### src/design/pbc_pkg.sv
package pbc_pkg;

  // Register offsets
  localparam logic [7:0] ADDR_KEY    = 8'h00;
  localparam logic [7:0] ADDR_PULSE  = 8'h50;
  localparam logic [7:0] ADDR_RAMP   = 8'h54;
  localparam logic [7:0] ADDR_BAL    = 8'h55;
  localparam logic [7:0] ADDR_SHED   = 8'h5D;
  localparam logic [7:0] ADDR_GAIN2  = 8'h5F;

  // Lock value and pulse settings
  localparam logic [7:0] KEY_LOCK    = 8'hA6;
  localparam logic [7:0] PULSE_ON    = 8'h8F;
  localparam logic [7:0] PULSE_OFF   = 8'h80;

  // Values after reset
  localparam logic [7:0] RST_KEY     = 8'h00;
  localparam logic [7:0] RST_PULSE   = 8'h8F;
  localparam logic [3:0] RST_RAMP    = 4'h7;
  localparam logic [4:0] RST_BAL     = 5'h01;
  localparam logic [2:0] RST_SHED    = 3'h0;
  localparam logic [1:0] RST_GAIN2   = 2'h0;

  // Field positions in the balance register
  localparam int BAL_GAIN1_LSB = 3;
  localparam int BAL_DIS_BIT   = 2;
  localparam int BAL_FILT_BIT  = 1;
  localparam int BAL_AOV_BIT   = 0;

  // Serial slave address, value is arbitrary
  localparam logic [6:0] I2C_DEV_ADDR = 7'h2A;
  localparam logic [3:0] I2C_BITS     = 4'h8;

  typedef enum logic [5:0] {
    PBC_IDLE = 6'b00_0001,
    PBC_ADDR = 6'b00_0010,
    PBC_ACK  = 6'b00_0100,
    PBC_WR   = 6'b00_1000,
    PBC_RD   = 6'b01_0000,
    PBC_RACK = 6'b10_0000
  } pbc_i2c_state_t;

endpackage

### src/design/pbc_i2c_slave.sv
`timescale 1ns/1ps
module pbc_i2c_slave (
  input  wire logic       clk,
  input  wire logic       rst_b,
  input  wire logic       scl,
  input  wire logic       sda_in,
  output logic            sda_out,
  output logic            sda_oe,
  output logic            wr_en,
  output logic [7:0]      wr_addr,
  output logic [7:0]      wr_data,
  output logic [7:0]      rd_addr,
  input  wire logic [7:0] rd_data
);

  pbc_pkg::pbc_i2c_state_t state;
  logic [7:0] shift;
  logic [7:0] ptr;
  logic [3:0] cnt;
  logic       rw;
  logic       first;
  logic       scl_q;
  logic       sda_q;

  wire scl_rise = scl & ~scl_q;
  wire scl_fall = ~scl & scl_q;
  wire start    = scl & scl_q & sda_q & ~sda_in;
  wire stop     = scl & scl_q & ~sda_q & sda_in;
  wire byte_end = scl_fall && (cnt == pbc_pkg::I2C_BITS);

  // Open drain: only ever pulls low
  assign sda_out = 1'b0;
  assign rd_addr = ptr;
  assign wr_addr = ptr;

  always_ff @(posedge clk or negedge rst_b) begin
    if (!rst_b) begin
      scl_q <= 1'b1;
      sda_q <= 1'b1;
    end else begin
      scl_q <= scl;
      sda_q <= sda_in;
    end
  end

  ////////////////////////////////////////////////////////////////////////////
  // Byte engine; address byte, pointer byte, then data with auto increment
  always_ff @(posedge clk or negedge rst_b) begin
    if (!rst_b) begin
      state   <= pbc_pkg::PBC_IDLE;
      shift   <= 8'h00;
      ptr     <= 8'h00;
      cnt     <= 4'h0;
      rw      <= 1'b0;
      first   <= 1'b0;
      sda_oe  <= 1'b0;
      wr_en   <= 1'b0;
      wr_data <= 8'h00;
    end else begin
      wr_en <= 1'b0;
      if (start) begin
        state  <= pbc_pkg::PBC_ADDR;
        cnt    <= 4'h0;
        first  <= 1'b1;
        sda_oe <= 1'b0;
      end else if (stop) begin
        state  <= pbc_pkg::PBC_IDLE;
        sda_oe <= 1'b0;
      end else begin
        case (state)
          pbc_pkg::PBC_ADDR, pbc_pkg::PBC_WR: begin
            if (scl_rise) begin
              shift <= {shift[6:0], sda_in};
              cnt   <= cnt + 4'h1;
            end
            if (byte_end && state == pbc_pkg::PBC_ADDR) begin
              if (shift[7:1] == pbc_pkg::I2C_DEV_ADDR) begin
                state  <= pbc_pkg::PBC_ACK;
                sda_oe <= 1'b1;
                rw     <= shift[0];
              end else begin
                state <= pbc_pkg::PBC_IDLE;
              end
            end else if (byte_end) begin
              if (first) begin
                ptr   <= shift;
                first <= 1'b0;
              end else begin
                wr_en   <= 1'b1;
                wr_data <= shift;
              end
              state  <= pbc_pkg::PBC_ACK;
              sda_oe <= 1'b1;
            end
          end
          pbc_pkg::PBC_ACK: begin
            if (scl_fall) begin
              cnt <= 4'h0;
              if (rw) begin
                state  <= pbc_pkg::PBC_RD;
                shift  <= rd_data;
                sda_oe <= ~rd_data[7];
              end else begin
                state  <= pbc_pkg::PBC_WR;
                sda_oe <= 1'b0;
              end
            end
          end
          pbc_pkg::PBC_RD: begin
            if (scl_fall) begin
              cnt <= cnt + 4'h1;
              if (cnt == pbc_pkg::I2C_BITS - 4'h1) begin
                state  <= pbc_pkg::PBC_RACK;
                sda_oe <= 1'b0;
                ptr    <= ptr + 8'h01;
              end else begin
                sda_oe <= ~shift[6];
                shift  <= {shift[6:0], 1'b0};
              end
            end
          end
          pbc_pkg::PBC_RACK: begin
            // Master nack ends the read burst
            if (scl_rise) begin
              state <= sda_in ? pbc_pkg::PBC_IDLE : pbc_pkg::PBC_ACK;
            end
          end
          default: state <= pbc_pkg::PBC_IDLE;
        endcase
      end
      // Write pointer advances after each stored data byte
      if (wr_en) begin
        ptr <= ptr + 8'h01;
      end
    end
  end

endmodule // pbc_i2c_slave

### src/design/pbc_phase_balance_regs.sv
`timescale 1ns/1ps
module pbc_phase_balance_regs (
  input  wire logic clk,
  input  wire logic rst_b,
  input  wire logic scl,
  input  wire logic sda_in,
  output logic      sda_out,
  output logic      sda_oe,
  input  wire logic power_state_input,
  input  wire logic shed_override,
  output logic      quick_response_pulse_en,
  output logic [3:0] ramp_hold_height,
  output logic [4:0] balance_gain_eighths,
  output logic      balance_enable,
  output logic      filter_half,
  output logic      anti_overshoot_en,
  output logic [9:0] shed_delay_us
);

  logic [7:0] key;
  logic [7:0] quick_pulse_enable;
  logic [3:0] ramp_hold;
  logic [4:0] balance_and_overshoot_ctrl;
  logic [2:0] shedding_delay;
  logic [1:0] balance_gain_second;
  logic       wr_en;
  logic [7:0] wr_addr;
  logic [7:0] wr_data;
  logic [7:0] rd_addr;
  logic [7:0] rd_data;

  ////////////////////////////////////////////////////////////////////////////
  // Decode helpers
  function automatic logic [2:0] gain1_quarters(input logic [1:0] sel);
    case (sel)
      2'b00:   gain1_quarters = 3'h4;
      2'b01:   gain1_quarters = 3'h3;
      2'b10:   gain1_quarters = 3'h2;
      default: gain1_quarters = 3'h1;
    endcase
  endfunction

  function automatic logic [2:0] gain2_halves(input logic [1:0] sel);
    case (sel)
      2'b01:   gain2_halves = 3'h4;
      2'b10:   gain2_halves = 3'h1;
      default: gain2_halves = 3'h2;
    endcase
  endfunction

  function automatic logic [9:0] shed_us(input logic [2:0] sel);
    case (sel)
      3'b000:  shed_us = 10'h050;
      3'b001:  shed_us = 10'h0A0;
      3'b010:  shed_us = 10'h140;
      3'b011:  shed_us = 10'h280;
      3'b100:  shed_us = 10'h005;
      3'b101:  shed_us = 10'h00A;
      3'b110:  shed_us = 10'h014;
      default: shed_us = 10'h028;
    endcase
  endfunction

  ////////////////////////////////////////////////////////////////////////////
  // Serial front end
  pbc_i2c_slave u_slave (
    .clk     (clk),
    .rst_b   (rst_b),
    .scl     (scl),
    .sda_in  (sda_in),
    .sda_out (sda_out),
    .sda_oe  (sda_oe),
    .wr_en   (wr_en),
    .wr_addr (wr_addr),
    .wr_data (wr_data),
    .rd_addr (rd_addr),
    .rd_data (rd_data)
  );

  ////////////////////////////////////////////////////////////////////////////
  // Write qualification
  // Refused writes are dropped here, so the stores below never see them
  wire lock_open  = (key != pbc_pkg::KEY_LOCK);
  wire shed_allow = lock_open && (power_state_input || shed_override);
  wire wr_key     = wr_en && (wr_addr == pbc_pkg::ADDR_KEY);
  wire wr_pulse   = wr_en && lock_open && (wr_addr == pbc_pkg::ADDR_PULSE);
  wire wr_ramp    = wr_en && lock_open && (wr_addr == pbc_pkg::ADDR_RAMP);
  wire wr_bal     = wr_en && lock_open && (wr_addr == pbc_pkg::ADDR_BAL);
  wire wr_shed    = wr_en && shed_allow && (wr_addr == pbc_pkg::ADDR_SHED);
  wire wr_gain2   = wr_en && lock_open && (wr_addr == pbc_pkg::ADDR_GAIN2);

  // The key itself stays writable, otherwise a lock could never be lifted
  always_ff @(posedge clk or negedge rst_b) begin
    if (!rst_b) begin
      key                        <= pbc_pkg::RST_KEY;
      quick_pulse_enable         <= pbc_pkg::RST_PULSE;
      ramp_hold                  <= pbc_pkg::RST_RAMP;
      balance_and_overshoot_ctrl <= pbc_pkg::RST_BAL;
      shedding_delay             <= pbc_pkg::RST_SHED;
      balance_gain_second        <= pbc_pkg::RST_GAIN2;
    end else begin
      if (wr_key) key <= wr_data;
      if (wr_pulse) quick_pulse_enable <= wr_data;
      if (wr_ramp) ramp_hold <= wr_data[3:0];
      if (wr_bal) balance_and_overshoot_ctrl <= wr_data[4:0];
      if (wr_shed) shedding_delay <= wr_data[2:0];
      if (wr_gain2) balance_gain_second <= wr_data[1:0];
    end
  end

  ////////////////////////////////////////////////////////////////////////////
  // Read mux; unmapped offsets read as zero
  assign rd_data = (rd_addr == pbc_pkg::ADDR_KEY)   ? key :
                   (rd_addr == pbc_pkg::ADDR_PULSE) ? quick_pulse_enable :
                   (rd_addr == pbc_pkg::ADDR_RAMP)  ? {4'h0, ramp_hold} :
                   (rd_addr == pbc_pkg::ADDR_BAL)   ? {3'h0, balance_and_overshoot_ctrl} :
                   (rd_addr == pbc_pkg::ADDR_SHED)  ? {5'h00, shedding_delay} :
                   (rd_addr == pbc_pkg::ADDR_GAIN2) ? {6'h00, balance_gain_second} : 8'h00;

  ////////////////////////////////////////////////////////////////////////////
  // Settings seen by the analog loop
  wire [1:0] gain1_sel = balance_and_overshoot_ctrl[pbc_pkg::BAL_GAIN1_LSB +: 2];
  wire [5:0] gain_prod = gain1_quarters(gain1_sel) * gain2_halves(balance_gain_second);

  // Only the documented enable code turns the pulse on; other codes are treated as off
  assign quick_response_pulse_en = (quick_pulse_enable == pbc_pkg::PULSE_ON);
  assign ramp_hold_height        = ramp_hold;
  assign balance_gain_eighths    = gain_prod[4:0];
  assign balance_enable          = ~balance_and_overshoot_ctrl[pbc_pkg::BAL_DIS_BIT];
  assign filter_half             = balance_and_overshoot_ctrl[pbc_pkg::BAL_FILT_BIT];
  assign anti_overshoot_en       = balance_and_overshoot_ctrl[pbc_pkg::BAL_AOV_BIT];
  assign shed_delay_us           = shed_us(shedding_delay);
endmodule // pbc_phase_balance_regs

### config.mk
export PLATFORM = sky130hd
export DESIGN_NAME = pbc_phase_balance_regs
export DESIGN_NICKNAME = d
export VERILOG_FILES = /design/src/design/pbc_pkg.sv /design/src/design/pbc_i2c_slave.sv /design/src/design/pbc_phase_balance_regs.sv
export SDC_FILE = /design/constraint.sdc
export NUM_CORES = 1
export LEC_CHECK = 0
export ABC_AREA = 1
export BUFFER_PORTS_ARGS = -buffer_cell sky130_fd_sc_hd__buf_2
export CAP_MARGIN = 20
export CELL_PAD_IN_SITES_DETAIL_PLACEMENT = 1
export CELL_PAD_IN_SITES_GLOBAL_PLACEMENT = 1
export CORE_MARGIN = 5
export CORE_UTILIZATION = 40
export DETAILED_ROUTE_END_ITERATION = 7
export PLACE_DENSITY = 0.75
export REMOVE_ABC_BUFFERS = 1
export SETUP_SLACK_MARGIN = 0.2
export SLEW_MARGIN = 25
export SYNTH_ARGS = -nofsm -noshare
export SYNTH_HDL_FRONTEND = slang
export SYNTH_SLANG_ARGS = --single-unit
### constraint.sdc
create_clock -name clk -period 4.5 [get_ports clk]
set_clock_uncertainty 0.2 [all_clocks]
set_input_delay 0 -clock clk [delete_from_list [all_inputs] [get_ports clk]]
set_output_delay 0 -clock clk [all_outputs]
set_load 0.05 [all_outputs]
Word-level counts from Yosys, hierarchy flattened

Cells that the tools add are included.

Register bits after elaboration: 70
Latch bits: 0
Bits in writable memories: 0
Bits in read-only memories: 0
Input bits: 6
Output and inout bits: 25
Word-level logic and storage cells: 179
Memories kept: 0

Add/subtract/negate cells: 2
Multipliers: 1
Div/mod/pow operators: 0
$lt $le $gt $ge: 0
Equality and inequality tests: 48
Shifts and indexed selects: 0
Multiplexer cells: 63
Bitwise gates (word level): 18
Reduce and logical (&&, ||, !) cells: 30

Operator list:

| cell                  | count |
|---|---|
| $mux W8               | 15 |
| $pmux W10 S7          | 1 |
| $mux W6               | 8 |
| $eq A8 B7 Y1 const B  | 5 |
| $pmux W6 S4           | 1 |
| $pmux W8 S3           | 1 |
| $ne A3 B1 Y1 const B  | 7 |
| $mux W1               | 20 |
| $mux W4               | 5 |
| $reduce_and A5 Y1     | 4 |
| $ne A2 B1 Y1 const B  | 8 |
| $ne A4 B1 Y1 const B  | 4 |
| $pmux W8 S2           | 1 |
| $reduce_and A8 Y1     | 2 |
| $mux W5               | 3 |
| $pmux W4 S3           | 1 |
| $logic_and A1 B1 Y1   | 11 |
| $not A1 Y1            | 11 |
| $eq A3 B3 Y1 const B  | 3 |
| $mux W3               | 3 |
| $pmux W3 S3           | 1 |
| $add A8 B1 Y8 const B | 1 |
| $eq A8 B8 Y1 const B  | 1 |
| $logic_not A8 Y1      | 1 |
| 33 further kinds      | 44 |

Longest topological paths before layout

Word-level depth: 13
Gate-level depth with buffers: 12
Mapped depth without buffers: 12

Cells and area by module

Synthesis repeated with hierarchy kept, for this count alone.

Cells, all modules: 643
Area total of the unflattened synthesis: 4606.9 um2

Modules (own cells, without submodules):

| module                 | times used | cells an instance | area an instance (um2) | seq. area each (um2) |
|---|---|---|---|---|
| pbc_i2c_slave          | 1          | 360               | 2608.8                 | 1004.7 |
| pbc_phase_balance_regs | 1          | 283               | 1998.2                 | 762.0 |

Worst setup path after synthesis

Ideal clock, no wire load.

Kind: register to output
From: register balance_and_overshoot_ctrl[3]
To: output port balance_gain_eighths[4]
Arrival: 2.845 ns
Required time: 4.300 ns
Setup slack: 1.455 ns
Stages on the path, launching flop included: 10
Buffers on the path: 0
Cell sequence: dfrtp_1 -> inv_1 -> ha_1 -> nand2_1 -> fa_1 -> inv_1 -> ha_1 -> fa_1 -> xnor2_1 -> xor2_1

Word-level cells in the longest chain between the ends: 3
Elaborated cells between the ends (all ways): 5
Classes of those cells: mul (1); eq/ne (2); mux (1); reduce/logical (1)

RTL lines:

| item                                 | RTL line                      | source |
|---|---|---|
| start: declaration                   | pbc_phase_balance_regs.sv:23  | `logic [4:0] balance_and_overshoot_ctrl;` |
| start signal: assignment             | pbc_phase_balance_regs.sv:98  | `balance_and_overshoot_ctrl <= pbc_pkg::RST_BAL;` |
| start signal: assignment             | pbc_phase_balance_regs.sv:105 | `if (wr_bal) balance_and_overshoot_ctrl <= wr_data[4:0];` |
| $eq A2 B2 Y1 (tied with other cells) | pbc_phase_balance_regs.sv:35  | `case (sel)` |
| $pmux W3 S3 *                        | pbc_phase_balance_regs.sv:35  |  |
| $mul A3 B3 Y5 *                      | pbc_phase_balance_regs.sv:123 | `wire [5:0] gain_prod = gain1_quarters(gain1_sel) * gain2_halves(balance_gain_second);` |
| end: declaration                     | pbc_phase_balance_regs.sv:13  | `output logic [4:0] balance_gain_eighths,` |

Mark *: on every way between the ends. The rest lies on a longest branch, timed or not.

Worst setup path in the final report

Ends and elaborated chain as after synthesis.

==> results.sh <==
export IMPL_hold_viol=0
export IMPL_routabilityCongestion=0.897
export IMPL_initial_core_util_pct=40.4
export IMPL_die_h_um=114
export IMPL_dp_slack_ns=1.67
export IMPL_portBuffers=29
export IMPL_grt_first_pass_wirelength_um=20100
export IMPL_die_w_um=114
export IMPL_path_buf_inv=3
export IMPL_tns_ns=0
export IMPL_peakVddDrop_mv=0.205
export IMPL_drtIter0Drc=226
export IMPL_dr_pass1_iters=4
export IMPL_final_antenna_net_count=0
export IMPL_critical_path_top_delay_family="adder cells"
export IMPL_ys_types=40
export IMPL_slew_limit_headroom_pct=54.0
export IMPL_r2r_start="u_slave.state[1]$_DFFE_PN0P_"
export IMPL_slowest_delay_ns=0.50
export IMPL_critical_path_required_ns=4.30
export IMPL_dp_cells=740
export IMPL_power_leakage_nw=2.30
export IMPL_r2r_cells=11
export IMPL_cts_tree="built"
export IMPL_setup_viol=0
export IMPL_wl_per_cell_um=15.8
export IMPL_grt_setup_unrepaired="no"
export IMPL_power_mw=1.31
export IMPL_hpwlAfterDp_um=9050
export IMPL_layout_common_cells="nand2_1, inv_1, dfrtp_1, nor2_1, o21ai_0"
export IMPL_grt_ovfl_total=0
export IMPL_cts_repair_resized=0
export IMPL_ys_seq_area_share_pct=40.9
export IMPL_final_common_cell="nand2_1"
export IMPL_placed_area_um2=4590
export IMPL_row_count=38
export IMPL_yosys_area_top_type="dfrtp_1"
export IMPL_period_minus_slack_ns=3.19
export IMPL_clock_latency_ns=0.36
export IMPL_fmax_ghz=0.313
export IMPL_die_area_um2=13000
export IMPL_ys_ff_latch=70
export IMPL_cpMaxStageDelayCell="fa_1"
export IMPL_drv_cap=0
export IMPL_status="completed"
export IMPL_cp_max_fo=4
export IMPL_design_area_um2=4830
export IMPL_syn_area_um2=4320
export IMPL_regToRegSetupSlack_ns=2.13
export IMPL_path_clk_slew_ns=0.07
export IMPL_drv_slew=0
export IMPL_worstMarginPinSlew_ns=0.690
export IMPL_via_count=3890
export IMPL_synth_area_per_cell_um2=7.46
export IMPL_core_area_um2=10700
export IMPL_wl_um=12000
export IMPL_grt_pass1_vias=4099
export IMPL_grt_max_degree=71
export IMPL_setup_worst_path_end_class="output pin"
export IMPL_synthDominantCellAreaShare_pct=33.6
export IMPL_htreeDepth=3
export IMPL_period_share_pct=71.0
export IMPL_ios=31
export IMPL_powerDensity_nw_per_um2=271
export IMPL_synth_area_leaders="dfrtp_1, nand2_1, inv_1, dfstp_2, o21ai_0"
export IMPL_worstHoldPathType="in -> async"
export IMPL_worstSetupPathType="reg -> out"
export IMPL_worst_slack_ns=1.31
export IMPL_ys_warn_count=0
export IMPL_finalNonFillerCells=762
export IMPL_nets=638
export IMPL_drive_above_1_share_pct=16.1
export IMPL_path_cells="inv_1, ha_1, nand2_1, fa_1, inv_1, ha_1, fa_1, xnor2_1, xor2_1, buf_2"
export IMPL_routed_via_density=5.10
export IMPL_cp_arrival_ns=2.99
export IMPL_drc=0
export IMPL_synth_cells=579
export IMPL_crit_path_start_kind="register"
export IMPL_cts_buffer_depth=2
export IMPL_antenna_found_initial=0
export IMPL_r2r_end="u_slave.shift[1]$_DFFE_PN0P_"
export IMPL_grtUsageTotal_pct=19.4
export IMPL_diodes=0
export IMPL_fillers=1388
export IMPL_ctsRootBufferMaster="clkbuf_8"
export IMPL_cts_made_buffers=9
export IMPL_clkSinkCount=70
export IMPL_area_delta_synth_final_pct=11.9
metal layers:
metal	vias to the layer above	wire [um]	GRT usage, %
met5	-	0	0
met4	0	156	5.38
met3	12	329	3.24
met2	43	5740	32.2
met1	1927	5780	26.4
li1	1908	-	-
power breakdown:
group	internal [mW]	total, mW	switching (mW)
Combinational	0.0508	0.154	0.103
Sequential	0.657	0.687	0.0301
Clock	0.231	0.470	0.239
per-stage QoR:
step / util [%] / hold slack [ns]
after global placement: 42.9 / -0.0609
after detailed placement: 42.9 / -0.0565
after global routing: 45.1 / 0.133
after CTS: 45.1 / 0.110
after floorplan: - / -0.496
final: 45.1 / 0.0670
final cells by class:
| class | count | area [um2] | area share (%) |
|---|---|---|---|
| clock inverters | 1 | 5.00 | 0.104 |
| repair buffers | 36 | 216 | 4.48 |
| well taps | 140 | 175 | 3.63 |
| inverters | 95 | 357 | 7.38 |
| multi-input cells | 405 | 2140 | 44.4 |
| flip-flops and latches | 70 | 1770 | 36.6 |
| clock buffers | 15 | 166 | 3.45 |
cells in the mapped netlist, drive strengths merged:
cell type and count:
a21boi 1, a21oi 12, a31oi 1, buf 5, clkbuf 4, clkinv 3, conb 1, dfrtp 58
dfstp 12, fa 2, ha 13, inv 92, nand2 162, nand3 37, nand3b 1, nand4 13
nor2 72, nor3 13, nor4 1, o2111ai 2, o211ai 3, o21a 7, o21ai 56, o22ai 1
xnor2 1, xor2 6
repair_timing:
action,CTS,global route
setup buffers,0,0
hold endpoints to repair,68,0
hold buffers,6,0
tightest hold or removal path, cell delays in order:
cell and delay, ns:
dlygate4sd3_1 0.52, buf_2 0.11, buf_6 0.47
kinds of logic after synthesis:
kind of cell	synth area share, %
and+or+nand+nor	32.3
buffers and inverters	9.45
AOI/OAI and AO/OA	11.1
DFF	40.9
adders and majority gates	4.69
xor gates and xnor gates	1.42
other	0.0868
sequential cells by signal, indices dropped and copies added, names as in the netlist, 3 cells and up:
signal / cells
balance_and_overshoot_ctrl: 5
shedding_delay: 3
u_slave.wr_data: 8
quick_pulse_enable: 8
u_slave.state: 6
ramp_hold_height: 4
u_slave.rd_addr: 8
u_slave.cnt: 4
key: 8
u_slave.shift: 8
worst max path at each step:
stage | startpoint | end | slack (ns) | depth (start not counted)
3_3_place_gp | balance_and_overshoot_ctrl[3]$_DFFE_PN0P_ | balance_gain_eighths[4] | 1.76 | 10
4_1_cts | balance_and_overshoot_ctrl[3]$_DFFE_PN0P_ | balance_gain_eighths[4] | 1.26 | 10
6_report | balance_and_overshoot_ctrl[3]$_DFFE_PN0P_ | balance_gain_eighths[4] | 1.31 | 10
3_5_place_dp | balance_and_overshoot_ctrl[3]$_DFFE_PN0P_ | balance_gain_eighths[4] | 1.67 | 10
5_1_grt | balance_and_overshoot_ctrl[3]$_DFFE_PN0P_ | balance_gain_eighths[4] | 1.13 | 10
2_1_floorplan | balance_and_overshoot_ctrl[3]$_DFFE_PN0P_ | balance_gain_eighths[4] | 1.46 | 9
Note: power is estimated with default switching activity, not from simulation.
